`src/shared/usb_sr_consts.svh`:
```
// Register map, field positions, reset values and timing for the suspend/resume block
`ifndef USB_SR_CONSTS_SVH
`define USB_SR_CONSTS_SVH

`define CTRL_IDX            8'h00
`define IRQ_STAT_IDX        8'h01
`define IRQ_CLR_IDX         8'h02
`define IRQ_EN_IDX          8'h03
`define BANK0_IDX           8'h0A
`define BANK1_IDX           8'h1A

`define CTRL_ON_BIT         0
`define CTRL_DISC_BIT       1
`define CTRL_RESUME_REQ_BIT 2
`define CTRL_W              3
`define CTRL_RESET          3'h0

`define IRQ_IDLE_BIT        0
`define IRQ_WAKE_BIT        1
`define IRQ_DONE_BIT        2
`define IRQ_W               3
`define IRQ_RESET           3'h0

`define BANK_CRC_BIT        0
`define BANK_FLOW_BIT       1
`define BANK_W              2
`define BANK_RESET          2'h0

`define LINE_J              2'h2
`define LINE_K              2'h1

`define CNT_W               17
`define CLK_MHZ             25
`define SUSPEND_IDLE_US     3000
`define RESUME_IDLE_US      5000
`define RESUME_K_US         2000

`define RESP_OKAY           2'h0
`define RESP_SLVERR         2'h2

`endif

```
`src/shared/usb_sr_pkg.sv`:
```
// Types and line-state decoding for the suspend/resume block
`include "usb_sr_consts.svh"

package usb_sr_pkg;

  typedef enum logic [2:0] {
    st_off,
    st_active,
    st_suspend,
    st_wait,
    st_drive
  } link_state_t;

  // Line state as {dp, dm}
  typedef logic [1:0] line_t;

  function automatic logic line_is_j(input line_t l);
    return l == `LINE_J;
  endfunction

  function automatic logic line_is_k(input line_t l);
    return l == `LINE_K;
  endfunction

endpackage

```
`src/shared/idle_timer_if.sv`:
```
// Interface between the link state machine and its interval timer
`timescale 1ns/1ps
`include "usb_sr_consts.svh"

interface idle_timer_if;
  logic              run;
  logic [`CNT_W-1:0] limit;
  logic              done;
  modport ctrl  (output run, output limit, input done);
  modport timer (input run, input limit, output done);
endinterface

```
`src/hdl/sync2.sv`:
```
// Two-flop synchroniser for pin inputs
`timescale 1ns/1ps

module sync2 #(
  parameter int W = 2
) (
  input  wire logic         clk_in,
  input  wire logic         rst_n_in,
  input  wire logic [W-1:0] d_in,
  output logic      [W-1:0] q_out
);
  logic [W-1:0] meta_q;
  logic [W-1:0] sync_q;

  always_ff @(posedge clk_in or negedge rst_n_in) begin
    if (!rst_n_in) begin
      meta_q <= '0;
      sync_q <= '0;
    end else begin
      meta_q <= d_in;
      sync_q <= meta_q;
    end
  end

  assign q_out = sync_q;
endmodule

```
`src/hdl/idle_timer.sv`:
```
// Interval timer: counts while run is high, pulses done at the limit
`timescale 1ns/1ps
`include "usb_sr_consts.svh"

module idle_timer (
  input  wire logic   clk_in,
  input  wire logic   rst_n_in,
  idle_timer_if.timer tmr_if
);
  logic [`CNT_W-1:0] cnt_q;
  logic [`CNT_W-1:0] cnt_d;
  logic              done_q;
  logic              done_d;

  // Restart after done so a following interval starts from zero
  always_comb begin
    cnt_d = cnt_q;
    if (!tmr_if.run || done_q) begin
      cnt_d = '0;
    end else if (cnt_q != tmr_if.limit) begin
      cnt_d = cnt_q + 1'b1;
    end
    done_d = tmr_if.run && !done_q && (cnt_d == tmr_if.limit);
  end

  always_ff @(posedge clk_in or negedge rst_n_in) begin
    if (!rst_n_in) begin
      cnt_q  <= '0;
      done_q <= 1'b0;
    end else begin
      cnt_q  <= cnt_d;
      done_q <= done_d;
    end
  end

  assign tmr_if.done = done_q;
endmodule

```
`src/hdl/usb_suspend_resume_ctrl.sv`:
```
// USB full-speed suspend, wake and remote-resume control with host bank status
//
// Contract
// - On bus suspend, set the bus-idle flag and idle the pad.
// - Non-idle line while suspended sets the wake flag and reactivates the pad.
// - Pad idles while controller off or disconnect bit is one.
// - Pad returns active only when controller on and disconnect zero.
// - Upstream resume is our only own signalling; host enables it first.
// - No upstream resume unless the bus-idle flag is already set.
// - Writing one to the resume request starts resume signalling to the host.
// - Resume waits for 5 ms of bus inactivity, then goes out automatically.
// - Sending resume sets the wake flag and clears the bus-idle flag.
// - The resume request bit clears itself when signalling ends.
// - End of host-rebroadcast resume sets the resume-done flag; code sets it only after a host K woke the link, not after own resume.
// - Host mode: bank flow bit reads 1 after a flow error, else 0.
// - NAK on a non-isochronous bank transfer is a flow error.
// - Isochronous IN overrun or OUT underflow is a flow error.
// - CRC error on isochronous IN bank sets its checksum bit.
`timescale 1ns/1ps
`include "usb_sr_consts.svh"

module usb_suspend_resume_ctrl
  import usb_sr_pkg::*;
#(
  parameter int SUSPEND_IDLE_CYC = `SUSPEND_IDLE_US * `CLK_MHZ,
  parameter int RESUME_IDLE_CYC  = `RESUME_IDLE_US * `CLK_MHZ,
  parameter int RESUME_K_CYC     = `RESUME_K_US * `CLK_MHZ
) (
  input  wire logic        core_clk_in,
  input  wire logic        nrst_in,
  input  wire logic [11:0] s_axi_awaddr_in,
  input  wire logic        s_axi_awvalid_in,
  output logic             s_axi_awready_out,
  input  wire logic [31:0] s_axi_wdata_in,
  input  wire logic [3:0]  s_axi_wstrb_in,
  input  wire logic        s_axi_wvalid_in,
  output logic             s_axi_wready_out,
  output logic [1:0]       s_axi_bresp_out,
  output logic             s_axi_bvalid_out,
  input  wire logic        s_axi_bready_in,
  input  wire logic [11:0] s_axi_araddr_in,
  input  wire logic        s_axi_arvalid_in,
  output logic             s_axi_arready_out,
  output logic [31:0]      s_axi_rdata_out,
  output logic [1:0]       s_axi_rresp_out,
  output logic             s_axi_rvalid_out,
  input  wire logic        s_axi_rready_in,
  input  wire logic        usb_dp_in,
  input  wire logic        usb_dm_in,
  output logic             usb_dp_out,
  output logic             usb_dm_out,
  output logic             usb_oe_out,
  output logic             pad_idle_out,
  input  wire logic        host_mode_in,
  input  wire logic [1:0]  bank_nak_in,
  input  wire logic [1:0]  bank_overrun_in,
  input  wire logic [1:0]  bank_underflow_in,
  input  wire logic [1:0]  bank_crc_in,
  input  wire logic [1:0]  bank_iso_in,
  input  wire logic [1:0]  bank_rx_dir_in,
  output logic             irq_out
);

  localparam logic [7:0] BANK_IDX [2] = '{`BANK0_IDX, `BANK1_IDX};

  // Reset release through two flops
  logic rst_meta_q;
  logic rst_n;

  always_ff @(posedge core_clk_in or negedge nrst_in) begin
    if (!nrst_in) begin
      rst_meta_q <= 1'b0;
      rst_n      <= 1'b0;
    end else begin
      rst_meta_q <= 1'b1;
      rst_n      <= rst_meta_q;
    end
  end

  line_t line;

  sync2 #(.W(2)) u_line_sync (
    .clk_in   (core_clk_in),
    .rst_n_in (rst_n),
    .d_in     ({usb_dp_in, usb_dm_in}),
    .q_out    (line)
  );

  idle_timer_if tmr ();

  idle_timer u_timer (
    .clk_in   (core_clk_in),
    .rst_n_in (rst_n),
    .tmr_if   (tmr)
  );

  // Word index decode; upper address bits must be zero to hit
  function automatic logic addr_hit(input logic [11:0] a, input logic [7:0] idx);
    return (a[11:10] == 2'h0) && (a[9:2] == idx);
  endfunction

  function automatic logic addr_mapped(input logic [11:0] a);
    return addr_hit(a, `CTRL_IDX) || addr_hit(a, `IRQ_STAT_IDX) ||
           addr_hit(a, `IRQ_CLR_IDX) || addr_hit(a, `IRQ_EN_IDX) ||
           addr_hit(a, BANK_IDX[0]) || addr_hit(a, BANK_IDX[1]);
  endfunction

  // AXI4-Lite write channel: address and data held in either order
  logic        aw_full_q, aw_full_d;
  logic        w_full_q, w_full_d;
  logic [11:0] awaddr_q, awaddr_d;
  logic [31:0] wdata_q, wdata_d;
  logic [3:0]  wstrb_q, wstrb_d;
  logic        awready_q, awready_d;
  logic        wready_q, wready_d;
  logic        bvalid_q, bvalid_d;
  logic [1:0]  bresp_q, bresp_d;
  logic        do_wr;

  assign do_wr = aw_full_q && w_full_q && !bvalid_q;

  always_comb begin
    aw_full_d = aw_full_q;
    w_full_d  = w_full_q;
    awaddr_d  = awaddr_q;
    wdata_d   = wdata_q;
    wstrb_d   = wstrb_q;
    bvalid_d  = bvalid_q;
    bresp_d   = bresp_q;
    if (s_axi_awvalid_in && awready_q) begin
      aw_full_d = 1'b1;
      awaddr_d  = s_axi_awaddr_in;
    end
    if (s_axi_wvalid_in && wready_q) begin
      w_full_d = 1'b1;
      wdata_d  = s_axi_wdata_in;
      wstrb_d  = s_axi_wstrb_in;
    end
    if (bvalid_q && s_axi_bready_in) begin
      bvalid_d = 1'b0;
    end
    if (do_wr) begin
      aw_full_d = 1'b0;
      w_full_d  = 1'b0;
      bvalid_d  = 1'b1;
      bresp_d   = addr_mapped(awaddr_q) ? `RESP_OKAY : `RESP_SLVERR;
    end
    awready_d = !aw_full_d;
    wready_d  = !w_full_d;
  end

  always_ff @(posedge core_clk_in or negedge rst_n) begin
    if (!rst_n) begin
      aw_full_q <= 1'b0;
      w_full_q  <= 1'b0;
      awaddr_q  <= 12'h000;
      wdata_q   <= 32'h0000_0000;
      wstrb_q   <= 4'h0;
      awready_q <= 1'b0;
      wready_q  <= 1'b0;
      bvalid_q  <= 1'b0;
      bresp_q   <= `RESP_OKAY;
    end else begin
      aw_full_q <= aw_full_d;
      w_full_q  <= w_full_d;
      awaddr_q  <= awaddr_d;
      wdata_q   <= wdata_d;
      wstrb_q   <= wstrb_d;
      awready_q <= awready_d;
      wready_q  <= wready_d;
      bvalid_q  <= bvalid_d;
      bresp_q   <= bresp_d;
    end
  end

  // Register write strobes; only byte lane 0 carries fields
  logic wr_ctrl, wr_clr, wr_en;
  logic [1:0] wr_bank;

  function automatic logic s_axi_wstrb_ok(input logic [3:0] s);
    return s[0];
  endfunction

  assign wr_ctrl = do_wr && s_axi_wstrb_ok(wstrb_q) && addr_hit(awaddr_q, `CTRL_IDX);
  assign wr_clr  = do_wr && s_axi_wstrb_ok(wstrb_q) && addr_hit(awaddr_q, `IRQ_CLR_IDX);
  assign wr_en   = do_wr && s_axi_wstrb_ok(wstrb_q) && addr_hit(awaddr_q, `IRQ_EN_IDX);

  // Host pipe bank status, one copy per bank
  logic [`BANK_W-1:0] bank_val [2];

  for (genvar b = 0; b < 2; b++) begin : g_bank
    logic [`BANK_W-1:0] st_q, st_d;
    logic               flow_ev, crc_ev;

    assign wr_bank[b] = do_wr && wstrb_q[0] && addr_hit(awaddr_q, BANK_IDX[b]);

    always_comb begin
      flow_ev = host_mode_in && (bank_iso_in[b] ?
                (bank_rx_dir_in[b] ? bank_overrun_in[b]
                                   : bank_underflow_in[b])
                : bank_nak_in[b]);
      crc_ev  = host_mode_in && bank_iso_in[b] && bank_rx_dir_in[b] && bank_crc_in[b];
      st_d = st_q;
      if (wr_bank[b]) begin
        st_d = wdata_q[`BANK_W-1:0];
      end
      // A fault in the write cycle still lands
      if (flow_ev) begin
        st_d[`BANK_FLOW_BIT] = 1'b1;
      end
      if (crc_ev) begin
        st_d[`BANK_CRC_BIT] = 1'b1;
      end
    end

    always_ff @(posedge core_clk_in or negedge rst_n) begin
      if (!rst_n) begin
        st_q <= `BANK_RESET;
      end else begin
        st_q <= st_d;
      end
    end

    assign bank_val[b] = st_q;
  end

  // Control, status and enable registers with the link state machine
  logic [`CTRL_W-1:0] ctrl_q, ctrl_d;
  logic [`IRQ_W-1:0]  stat_q, stat_d, en_q, en_d, set_ev;
  link_state_t        state_q, state_d;
  logic               k_seen_q, k_seen_d;
  logic               req_clr, idle_clr;
  logic               pad_idle_q, pad_idle_d;
  logic               drive_q, drive_d;
  logic               irq_q, irq_d;
  logic               ctrl_on, ctrl_disc, resume_req;

  assign ctrl_on    = ctrl_q[`CTRL_ON_BIT];
  assign ctrl_disc  = ctrl_q[`CTRL_DISC_BIT];
  assign resume_req = ctrl_q[`CTRL_RESUME_REQ_BIT];

  always_comb begin
    state_d  = state_q;
    k_seen_d = k_seen_q;
    set_ev   = '0;
    req_clr  = 1'b0;
    idle_clr = 1'b0;
    if (!ctrl_on || ctrl_disc) begin
      state_d  = st_off;
      k_seen_d = 1'b0;
    end else begin
      unique case (state_q)
        st_off: begin
          state_d = st_active;
        end
        st_active: begin
          if (tmr.done) begin
            state_d                = st_suspend;
            set_ev[`IRQ_IDLE_BIT]  = 1'b1;
          end
        end
        st_suspend: begin
          if (!line_is_j(line)) begin
            state_d               = st_active;
            set_ev[`IRQ_WAKE_BIT] = 1'b1;
            k_seen_d              = line_is_k(line);
          end else if (resume_req && stat_q[`IRQ_IDLE_BIT]) begin
            state_d = st_wait;
          end
        end
        st_wait: begin
          if (!line_is_j(line)) begin
            // Host woke the bus first; the pending request is dropped
            state_d               = st_active;
            set_ev[`IRQ_WAKE_BIT] = 1'b1;
            k_seen_d              = line_is_k(line);
            req_clr               = 1'b1;
          end else if (!resume_req || !stat_q[`IRQ_IDLE_BIT]) begin
            state_d = st_suspend;
          end else if (tmr.done) begin
            state_d               = st_drive;
            set_ev[`IRQ_WAKE_BIT] = 1'b1;
            idle_clr              = 1'b1;
          end
        end
        st_drive: begin
          if (tmr.done) begin
            state_d = st_active;
            req_clr = 1'b1;
          end
        end
      endcase
      // Host resume is over once the line leaves K
      if (state_q == st_active && k_seen_q && !line_is_k(line)) begin
        set_ev[`IRQ_DONE_BIT] = 1'b1;
        k_seen_d              = 1'b0;
      end
    end
  end

  always_comb begin
    tmr.run   = 1'b0;
    tmr.limit = `CNT_W'(SUSPEND_IDLE_CYC);
    unique case (state_q)
      st_active: begin
        tmr.run = line_is_j(line);
      end
      st_wait: begin
        tmr.run   = line_is_j(line);
        tmr.limit = `CNT_W'(RESUME_IDLE_CYC);
      end
      st_drive: begin
        tmr.run   = 1'b1;
        tmr.limit = `CNT_W'(RESUME_K_CYC);
      end
      st_off, st_suspend: begin
        tmr.run = 1'b0;
      end
    endcase
  end

  always_comb begin
    ctrl_d = ctrl_q;
    if (wr_ctrl) begin
      ctrl_d = wdata_q[`CTRL_W-1:0];
    end
    // Hardware clear wins over a software write in the same cycle
    if (req_clr) begin
      ctrl_d[`CTRL_RESUME_REQ_BIT] = 1'b0;
    end
    en_d = wr_en ? wdata_q[`IRQ_W-1:0] : en_q;
    stat_d = stat_q;
    if (wr_clr) begin
      stat_d = stat_q & ~wdata_q[`IRQ_W-1:0];
    end
    if (idle_clr) begin
      stat_d[`IRQ_IDLE_BIT] = 1'b0;
    end
    stat_d     = stat_d | set_ev;
    drive_d    = (state_d == st_drive);
    pad_idle_d = (state_d == st_off) || (state_d == st_suspend) ||
                 (state_d == st_wait);
    irq_d      = |(stat_d & en_d);
  end

  always_ff @(posedge core_clk_in or negedge rst_n) begin
    if (!rst_n) begin
      ctrl_q     <= `CTRL_RESET;
      stat_q     <= `IRQ_RESET;
      en_q       <= `IRQ_RESET;
      state_q    <= st_off;
      k_seen_q   <= 1'b0;
      drive_q    <= 1'b0;
      pad_idle_q <= 1'b1;
      irq_q      <= 1'b0;
    end else begin
      ctrl_q     <= ctrl_d;
      stat_q     <= stat_d;
      en_q       <= en_d;
      state_q    <= state_d;
      k_seen_q   <= k_seen_d;
      drive_q    <= drive_d;
      pad_idle_q <= pad_idle_d;
      irq_q      <= irq_d;
    end
  end

  // AXI4-Lite read channel
  logic        arready_q, arready_d;
  logic        rvalid_q, rvalid_d;
  logic [31:0] rdata_q, rdata_d;
  logic [1:0]  rresp_q, rresp_d;

  always_comb begin
    arready_d = arready_q;
    rvalid_d  = rvalid_q;
    rdata_d   = rdata_q;
    rresp_d   = rresp_q;
    if (rvalid_q && s_axi_rready_in) begin
      rvalid_d = 1'b0;
    end
    if (s_axi_arvalid_in && arready_q) begin
      rvalid_d = 1'b1;
      rresp_d  = addr_mapped(s_axi_araddr_in) ? `RESP_OKAY : `RESP_SLVERR;
      rdata_d  = 32'h0000_0000;
      if (addr_hit(s_axi_araddr_in, `CTRL_IDX)) begin
        rdata_d[`CTRL_W-1:0] = ctrl_q;
      end else if (addr_hit(s_axi_araddr_in, `IRQ_STAT_IDX)) begin
        rdata_d[`IRQ_W-1:0] = stat_q;
      end else if (addr_hit(s_axi_araddr_in, `IRQ_EN_IDX)) begin
        rdata_d[`IRQ_W-1:0] = en_q;
      end else if (addr_hit(s_axi_araddr_in, BANK_IDX[0])) begin
        rdata_d[`BANK_W-1:0] = bank_val[0];
      end else if (addr_hit(s_axi_araddr_in, BANK_IDX[1])) begin
        rdata_d[`BANK_W-1:0] = bank_val[1];
      end
    end
    arready_d = !rvalid_d;
  end

  always_ff @(posedge core_clk_in or negedge rst_n) begin
    if (!rst_n) begin
      arready_q <= 1'b0;
      rvalid_q  <= 1'b0;
      rdata_q   <= 32'h0000_0000;
      rresp_q   <= `RESP_OKAY;
    end else begin
      arready_q <= arready_d;
      rvalid_q  <= rvalid_d;
      rdata_q   <= rdata_d;
      rresp_q   <= rresp_d;
    end
  end

  assign s_axi_awready_out = awready_q;
  assign s_axi_wready_out  = wready_q;
  assign s_axi_bvalid_out  = bvalid_q;
  assign s_axi_bresp_out   = bresp_q;
  assign s_axi_arready_out = arready_q;
  assign s_axi_rvalid_out  = rvalid_q;
  assign s_axi_rdata_out   = rdata_q;
  assign s_axi_rresp_out   = rresp_q;
  // K state is dp low, dm high; only driven during upstream resume
  assign usb_dp_out        = 1'b0;
  assign usb_dm_out        = drive_q;
  assign usb_oe_out        = drive_q;
  assign pad_idle_out      = pad_idle_q;
  assign irq_out           = irq_q;
endmodule

```
`config.mk`:
```
export PLATFORM = sky130hd
export DESIGN_NAME = usb_suspend_resume_ctrl
export DESIGN_NICKNAME = d
export VERILOG_FILES = /design/src/shared/usb_sr_pkg.sv /design/src/shared/idle_timer_if.sv /design/src/hdl/sync2.sv /design/src/hdl/idle_timer.sv /design/src/hdl/usb_suspend_resume_ctrl.sv
export VERILOG_INCLUDE_DIRS = /design/src /design/src/shared
export SDC_FILE = /design/constraint.sdc
export NUM_CORES = 1
export LEC_CHECK = 0
export BUFFER_PORTS_ARGS = -buffer_cell sky130_fd_sc_hd__buf_2
export CORE_MARGIN = 3
export CORE_UTILIZATION = 45
export CTS_CLUSTER_SIZE = 24
export DETAILED_ROUTE_END_ITERATION = 8
export PLACE_DENSITY = 0.73
export SYNTH_ARGS = -nofsm -noshare
export SYNTH_HDL_FRONTEND = slang
export SYNTH_SLANG_ARGS = --single-unit
```
`constraint.sdc`:
```
create_clock -name core_clk_in -period 3.5 [get_ports core_clk_in]
set_clock_uncertainty 0.2 [all_clocks]
set_input_delay 0.525 -clock core_clk_in [delete_from_list [all_inputs] [get_ports core_clk_in]]
set_output_delay 0.525 -clock core_clk_in [all_outputs]
set_load 0.01 [all_outputs]
```
==> impl_metrics.ini, run 1 <==
[clock_network]
cts_tree = yes
cts_root_buf = clkbuf_8
clk_pin_slew_ns = 0.08
htree_levels = 3
cts_resized = 0
clock_sinks = 70
numCtsBuffers = 9
clock_path_buffers = 2
clk_latency_ns = 0.35

[route]
wl_per_cell_um = 14.5
drt_first_iter_violations = 95
detail_route.first_pass.iterations = 5
routed-via-count = 2902
ant_nets = 0
post-route-drc-count = 0
vias_per_cell = 5.28
wl_mm = 7.99

[placement]
place_inst = 533
gp_congestion = 0.882
hpwl_mm = 5.88
preCtsSetupSlack_ns = 0.625
io_buffers = 59

[yosys]
yosysSeqAreaShare_pct = 46.5
synth_edf_count = 0
syn_area_um2 = 3770
synth_flop_cell = dfrtp_1
synth_top_family_by_area = simple AND/OR/NAND/NOR gates
ys_ff_latch = 70
yosys-mux-area-fraction_pct = 9.81
synth-compound-area-share_pct = 8.92
synthArstFlopShare_pct = 100
synth_xor_area_share_pct = 3.48
yosys.area_share.adder_pct = 0.663
yosysWarnings = 0
syn_avg_cell_area_um2 = 9.83
syn_inst = 384
synthSimpleGateAreaFrac_pct = 20.9
synth.distinct_cells = 58

[setup_path]
worstPathCellList = nor3b_4 -> nor2_2 -> mux2_4 -> nor4_4 -> mux2_1 -> nor3_1 -> nor4_2
r2r_start = state_q[2]
worst_path_max_delay_cell = dfrtp_1
r2r-end = u_timer.tmr_if.done
ff2ff_setup_slack_ns = 0.54
start_kind = register
critPathMaxStageDelay_ns = 0.53
required_ns = 3.53
setup.worst_path.end_class = register
cp.arrival_ns = 2.99
cp_max_fo = 11
ff2ff_path_depth = 7
crit_type = reg -> reg

[grt]
grtUsageTotal_pct = 17.2
grt_pass1_wl_mm = 13.3
grt_max_degree = 49
grt_overflow_total = 0
grt_pass1_vias = 2768
antenna_found_initial = 0

[layout]
fillers = 726
final_cells = 550
layout_common_cells = dfrtp_1 (68), buf_2 (59), nor2_1 (39)
nets = 527
fin_util_pct = 54.1
diodes = 0
drive_gt1_share_pct = 24.3
regArea_um2 = 1750
final_common_cell = dfrtp_1
multi_input_area_um2 = 1780
area_delta_synth_final_pct = 13.7

[floorplan]
die_area_um2 = 9520
initial_core_util_pct = 47.6
core_um2 = 7930
ios = 128
dieHeight_um = 97.6
die_width_um = 97.6
num_rows = 32

[timing]
min_period_over_period_pct = 84.5
setup_viol = 0
layout_setup_ws_ns = 0.541
maxSlewViolCount = 0
fin_tns_setup_ns = 0
worst_pin_slew_ns = 0.634
rsz0062_at_grt = false
fmax_mhz = 338
hold_viol_final = 0
fin_crit_ns = 2.96
relSlewSlack_pct = 57.3

[power]
power.density_nw_per_um2 = 515
ir_drop_uv = 336
p_leak_nw = 1.91

[hold_path]
hp-class = reg -> async

[status]
status = complete, no violations

[job]
cap_violations = 0
Yosys cell counts, types with 2 or more instances:
cell	n	area (um^2)
nand2_1	35	131
a21oi_1	10	50.1
o21ai_0	17	85.1
ha_1	2	25.0
nand2b_1	7	43.8
nand4b_1	2	17.5
o221ai_1	2	17.5
buf_2	4	20.0
and3_1	5	31.3
mux2i_1	13	130
xnor2_1	12	105
or2_2	2	12.5
nor2b_1	2	12.5
o2bb2ai_1	2	17.5
o211ai_1	2	15.0
xor2_1	3	26.3
inv_1	15	56.3
mux2_2	19	214
dfrtp_1	69	1730
nor3_1	16	80.1
nor4_1	7	43.8
nor2_1	39	146
nand3_1	13	65.1
buf_4	35	263
conb_1	2	7.51
or3_1	4	25.0
nand4_1	8	50.1
a22oi_1	2	15.0
clkbuf_1	6	22.5
power by group:
group | internal (mW) | switching [mW]
clock | 0.496 | 0.322
sequential | 0.940 | 0.114
combinational | 0.167 | 0.169
total | 1.60 | 0.606
critical path, delay by kind of cell, from the launching register on:
family	cells	cell delay [ns]
muxes	2	0.70
and+or+nand+nor	5	1.40
DFF	1	0.53
timing repair:
action / in CTS / in global routing
hold endpoints to repair: 2 / 0
hold buffers: 1 / 0
buffers inserted: 0 / 0
cells by family after synthesis:
family / after synthesis
AOI/OAI and AO/OA: 49
xor gates and xnor gates: 15
adders and majority gates: 2
buffers and inverters: 60
DFF: 70
muxes: 34
other: 2
and+or+nand+nor: 152
cell type report:
cell class	instances	area share, %
clock inverter	5	2.51
timing repair buffer	62	7.47
multi-input combinational	285	41.5
clock buffer	11	3.30
inverter	15	1.31
tap	102	2.98
sequential	70	40.9
registers in the layout, summed over array words and instances (netlist names), 2 cells and up:
name / flops
g_bank.st_q: 4
u_line_sync.meta_q: 2
stat_q: 3
wdata_q: 3
ctrl_q: 3
en_q: 3
s_axi_rdata_out: 3
u_timer.cnt_q: 17
u_line_sync.q_out: 2
state_q: 3
awaddr_q: 10
through the flow:
stage          area [um^2]  hold slack, ns  power [mW]
4_1_cts               4290          0.0387        2.23
3_5_place_dp          4030          0.0314        1.41
2_1_floorplan         3890          0.0294        1.30
5_1_grt               4290          0.0624        2.33
6_report              4290          0.0210        2.21
3_3_place_gp          4030          0.0168        1.39
metal layers:
layer / global-route usage [%] / routed length, um / vias to the layer above
li1: - / - / 1388
met1: 22.1 / 3350 / 1405
met2: 28.2 / 4040 / 98
met3: 3.52 / 504 / 11
met4: 7.03 / 99 / 0
met5: 0 / 0 / -
how the worst max path moves through the flow:
stage                      from             endpoint  slack (ns)  depth (start not counted)
4_1_cts              state_q[2]  u_timer.tmr_if.done        0.60                          7
6_report             state_q[2]  u_timer.tmr_if.done        0.54                          7
3_5_place_dp         state_q[1]  u_timer.tmr_if.done        0.63                          7
3_3_place_gp         state_q[2]  u_timer.tmr_if.done        0.65                          7
5_1_grt              state_q[2]  u_timer.tmr_if.done        0.40                          7
2_1_floorplan  u_timer.cnt_q[5]  u_timer.tmr_if.done        1.00                          7
Note: power is estimated with default switching activity, not from simulation.
==> run 2: changes to the inputs <==
--- a/config.mk
+++ b/config.mk
@@ -11,7 +11,7 @@
 export CORE_UTILIZATION = 45
 export CTS_CLUSTER_SIZE = 24
 export DETAILED_ROUTE_END_ITERATION = 8
-export PLACE_DENSITY = 0.73
+export PLACE_DENSITY = 0.76
 export SYNTH_ARGS = -nofsm -noshare
 export SYNTH_HDL_FRONTEND = slang
 export SYNTH_SLANG_ARGS = --single-unit
==> constraint.sdc (replaced) <==
create_clock -name core_clk_in -period 2.45 [get_ports core_clk_in]
set_clock_uncertainty 0.2 [all_clocks]
set_input_delay 0.3675 -clock core_clk_in [delete_from_list [all_inputs] [get_ports core_clk_in]]
set_output_delay 0.3675 -clock core_clk_in [all_outputs]
set_load 0.01 [all_outputs]
==> impl_metrics.ini, run 2 (same netlist as run 1, synthesis figures left out) <==
[route]
vias_per_cell = 5.21
detail_route.first_pass.iterations = 4
wl_mm = 8.84
ant_nets = 0
drt_first_iter_violations = 173
routed-via-count = 3152
post-route-drc-count = 0
wl_per_cell_um = 14.6

[setup_path]
required_ns = 2.49
r2r_start = u_timer.cnt_q[0]
crit_type = reg -> reg
r2r-end = u_timer.tmr_if.done
critPathMaxStageDelay_ns = 0.39
setup.worst_path.end_class = register
start_kind = register
worst_path_max_delay_cell = or3_1
ff2ff_setup_slack_ns = -0.08
ff2ff_path_depth = 9
cp_max_fo = 3
cp.arrival_ns = 2.57
startpoint = u_timer.cnt_q[0]
worstPathCellList = ha_1 -> nand2_1 -> or3_1 -> nor3_2 -> buf_4 -> xnor2_2 -> nor4b_4 -> o221ai_2 -> nor4_2

[floorplan]
ios = 128
core_um2 = 7930
initial_core_util_pct = 47.6
die_width_um = 97.6
num_rows = 32
dieHeight_um = 97.6
die_area_um2 = 9520

[hold_path]
min-delay-start = s_axi_rready_in
hp-class = in -> reg
worstHoldEndpoint = s_axi_rvalid_out
whs_path_depth = 2

[timing]
fin_tns_setup_ns = -0.0758
relSlewSlack_pct = 60.6
setup_viol = 1
layout_setup_ws_ns = -0.0758
worst_pin_slew_ns = 0.591
rsz0062_at_grt = true
min_period_over_period_pct = 103
hold_viol_final = 0
fin_crit_ns = 2.53
fmax_mhz = 396
maxSlewViolCount = 0

[clock_network]
clk_latency_ns = 0.35
cts_root_buf = clkbuf_8
numCtsBuffers = 9
htree_levels = 3
cts_tree = yes
clk_pin_slew_ns = 0.08
clock_sinks = 70
clock_path_buffers = 2

[status]
status = complete, but fails checks
violations = setup timing

[placement]
hpwl_mm = 6.59
gp_congestion = 0.929
io_buffers = 59
place_inst = 581

[layout]
nets = 583
diodes = 0
final_cells = 605
multi_input_area_um2 = 1930
largest_reg_flops = 17
fillers = 676
regArea_um2 = 1750
area_delta_synth_final_pct = 28.0
drive_gt1_share_pct = 35.8
reg.largest.list = u_timer.cnt_q: 17 flops, awaddr_q: 10 flops, g_bank.st_q: 4 flops
layout_common_cells = dfrtp_1 (68), buf_2 (59), buf_4 (52)
final_common_cell = dfrtp_1
regMostFlops = u_timer.cnt_q

[grt]
grtUsageTotal_pct = 18.7
antenna_found_initial = 0
grt_overflow_total = 0
grt_max_degree = 30
grt_pass1_vias = 3204
grt_pass1_wl_mm = 14.6

[power]
ir_drop_uv = 688
power.density_nw_per_um2 = 615
p_leak_nw = 2.21

[job]
cap_violations = 0
run 2: changes by cell type in the layout (fill, tap and decap cells not counted), moves of 3 or more:
cell,before,now
nor4_2,1,4
nor4_1,7,3
buf_4,2,52
nor3_2,0,4
dlygate4sd3_1,1,4
nor3_1,16,11
run 2: worst max path at each step:
stage	to	slack, ns	depth (start not counted)
2_1_floorplan	u_timer.tmr_if.done	-0.03	8
3_3_place_gp	irq_out	-0.02	8
3_5_place_dp	u_timer.tmr_if.done	-0.07	9
4_1_cts	u_timer.tmr_if.done	-0.02	7
5_1_grt	u_timer.tmr_if.done	-0.24	10
6_report	u_timer.tmr_if.done	-0.08	9
run 2: where the power goes:
part	switching, mW	internal [mW]	leakage (nW)	total [mW]
clock network	0.443	0.494	0.0948	0.937
logic	0.251	0.262	1.24	0.513
registers	0.179	1.34	0.875	1.52
total	0.874	2.10	2.21	2.97
run 2: area by class of cell:
class	instances	area share [%]
Clock buffer	10	2.85
Clock inverter	5	1.22
Inverter	15	1.17
Multi-Input combinational cell	285	39.9
Sequential cell	70	36.3
Tap cell	102	2.64
Timing Repair Buffer	118	15.9
run 2: routing by layer:
metal | up-vias | track usage (%) | wire (um)
met1 | 1548 | 24.0 | 3750
met5 | - | 0 | 0
met2 | 91 | 31.1 | 4540
li1 | 1503 | - | -
met4 | 0 | 5.86 | 102
met3 | 10 | 4.74 | 440
run 2: through the flow:
stage | hold WS, ns | util, % | power, mW | cell area, um^2 | setup WS, ns
2_1_floorplan | -0.128 | - | 1.86 | 3910 | -0.0336
3_3_place_gp | -0.0464 | 55.6 | 1.99 | 4410 | -0.0189
3_5_place_dp | -0.0440 | 55.6 | 2.02 | 4410 | -0.0701
4_1_cts | 0.0228 | 59.2 | 2.97 | 4700 | -0.0201
5_1_grt | 0.0265 | 60.9 | 3.15 | 4830 | -0.243
6_report | 0.0405 | 60.9 | 2.97 | 4830 | -0.0758
run 2: timing repair:
action,in CTS,in global routing
pin swaps,8,10
endpoints found under the hold margin,5,0
setup buffers,3,2
gates resized for setup,5,20
hold buffers,4,0
setup endpoints to repair,2,2
run 2: worst max-delay path, delay by kind of cell, from the launching register on:
family / cells / cell delay (ns)
AO/OA/AOI/OAI: 1 / 0.16
XOR/XNOR: 1 / 0.16
adder cells (fa/ha/maj): 1 / 0.18
buffers and inverters: 1 / 0.15
flip-flops: 1 / 0.36
AND/OR/NAND/NOR: 5 / 1.21
==> run 3: changes to the inputs <==
--- a/config.mk
+++ b/config.mk
@@ -11,6 +11,7 @@
 export CORE_UTILIZATION = 45
 export CTS_CLUSTER_SIZE = 24
 export DETAILED_ROUTE_END_ITERATION = 8
+export MAX_ROUTING_LAYER = met4
 export PLACE_DENSITY = 0.76
 export SYNTH_ARGS = -nofsm -noshare
 export SYNTH_HDL_FRONTEND = slang
==> impl_metrics.ini, run 3 (same netlist as run 1, synthesis figures left out) <==
[clock_network]
clk_latency_ns = 0.34
clock_path_buffers = 2
cts_root_buf = clkbuf_8
htree_levels = 3
numCtsBuffers = 9
clock_sinks = 70
cts_tree = yes
clk_pin_slew_ns = 0.08

[placement]
io_buffers = 59
gp_congestion = 0.952
preCtsSetupSlack_ns = -0.0637
post_dp_cell_area_um2 = 4400
hpwl_mm = 6.29

[setup_path]
crit_type = reg -> reg
cp_max_fo = 2
cp.arrival_ns = 2.53
start_kind = register
setup.worst_path.end_class = register
required_ns = 2.48

[timing]
layout_setup_ws_ns = -0.0532
maxSlewViolCount = 0
relSlewSlack_pct = 58.0
rsz0062_at_grt = true
fmax_mhz = 399
hold_viol_final = 0
fin_crit_ns = 2.50
worst_pin_slew_ns = 0.630
setup_viol = 1
min_period_over_period_pct = 102

[power]
power.density_nw_per_um2 = 613
p_sw_uw = 870
share_seq_of_total_power_pct = 51.8
p_clk_share_pct = 30.7
p_comb_share_pct = 17.6
swShare_pct = 29.5
intPower_mw = 2.08
ir_drop_uv = 495
p_leak_nw = 2.20

[layout]
fin_util_pct = 60.7
drive_gt1_share_pct = 35.7
fillers = 686
regMostFlops = u_timer.cnt_q
area_delta_synth_final_pct = 27.6
fin_area_um2 = 4810
reg.largest.list = u_timer.cnt_q: 17 flops, awaddr_q: 10 flops, g_bank.st_q: 4 flops
final_common_cell = dfrtp_1
nets = 583
diodes = 0
largest_reg_flops = 17
layout_common_cells = dfrtp_1 (68), buf_2 (59), buf_4 (54)

[grt]
grt_pass1_wl_mm = 14.0
grt_pass1_vias = 3163
antenna_found_initial = 0
grt_overflow_total = 0
grt_max_degree = 41
grtUsageTotal_pct = 18.3

[route]
wl_met3_um = 557
wl_mm = 8.58
met1Wirelength_mm = 3.54
vias_per_cell = 5.11
wl_per_cell_um = 14.2
drt_first_iter_violations = 116
ant_nets = 0
post-route-drc-count = 0
wl_met2_mm = 4.36
detail_route.first_pass.iterations = 4
top_layer_used = met4
routed-via-count = 3096

[status]
status = complete, but fails checks
violations = setup timing

[job]
cap_violations = 0

[floorplan]
dieHeight_um = 97.6
num_rows = 32
die_width_um = 97.6
core_um2 = 7930
ios = 128
initial_core_util_pct = 47.6
die_area_um2 = 9520

[hold_path]
hp-class = in -> reg
-- run 3: cell types whose count changed in the layout (fill, tap and decap cells not counted), moves of 2 or more --
| cell | previous run | this run |
|---|---|---|
| nor3_2 | 4 | 1 |
| nor3_1 | 11 | 13 |
| buf_4 | 52 | 54 |
| nor4_1 | 3 | 5 |
| clkbuf_1 | 0 | 2 |
-- run 3: timing repair --
| action | 4_1_cts | 5_1_grt |
|---|---|---|
| pin swaps | 7 | 7 |
| hold buffers | 3 | 0 |
| setup buffers | 4 | 5 |
| gates resized for setup | 7 | 19 |
| hold endpoints to repair | 4 | 0 |
| endpoints found under the setup margin | 2 | 4 |
-- run 3: path summary, 6_finish.rpt --
| kind | startpoint | end | slack (ns) | depth (start not counted) |
|---|---|---|---|---|
| max in group asynchronous | rst_n | pad_idle_out | 1.25 | 1 |
| min in group asynchronous | rst_n | awaddr_q[7] | 0.08 | 0 |
| hold / removal | s_axi_bready_in | s_axi_bvalid_out | 0.02 | 2 |
| setup reg to reg | u_timer.cnt_q[7] | u_timer.tmr_if.done | -0.05 | 8 |
| hold reg to reg | rst_n | awaddr_q[7] | 0.08 | 0 |
| setup / recovery | u_timer.cnt_q[7] | u_timer.tmr_if.done | -0.05 | 8 |
-- run 3: worst max-delay path, stage by stage, from the launching register on --
cell and delay [ns]:
dfrtp_1 0.39, or3_4 0.42, a2111oi_4 0.31, a21oi_2 0.09
nor4_4 0.30, buf_4 0.18, mux2_4 0.31, nor3_4 0.11
nor4_2 0.07
-- run 3: power by group through the flow --
| stage | Clock (mW) | Combinational (mW) | Sequential [mW] |
|---|---|---|---|
| floorplan | 0 | 0.356 | 1.51 |
| global placement | 0 | 0.471 | 1.51 |
| detailed placement | 0 | 0.489 | 1.53 |
| CTS | 0.932 | 0.502 | 1.52 |
| global route | 0.980 | 0.586 | 1.56 |
| finish | 0.904 | 0.518 | 1.53 |
-- run 3: per-layer routing --
metal	GRT usage, %	vias up
li1	-	1507
met1	23.2	1467
met2	29.5	108
met3	3.02	14
met4	7.14	0
met5	-	-
-- run 3: stage by stage --
step           power (mW)  hold slack [ns]  TNS (ns)  std cells
6_report             2.95           0.0154   -0.0532        606
3_3_place_gp         1.99          -0.0470   -0.0705        579
4_1_cts              2.95         0.000180         0        602
2_1_floorplan        1.86           -0.128   -0.0336        415
5_1_grt              3.13           0.0214    -0.347        606
3_5_place_dp         2.02          -0.0439    -0.114        579
-- run 3: layout make-up --
| class | count | area (um^2) | area share [%] |
|---|---|---|---|
| Multi-Input combinational cell | 285 | 1920 | 40.0 |
| Sequential cell | 70 | 1750 | 36.4 |
| Timing Repair Buffer | 118 | 762 | 15.8 |
| Clock buffer | 11 | 131 | 2.73 |
| Tap cell | 102 | 128 | 2.65 |
| Clock inverter | 5 | 58.8 | 1.22 |
| Inverter | 15 | 56.3 | 1.17 |
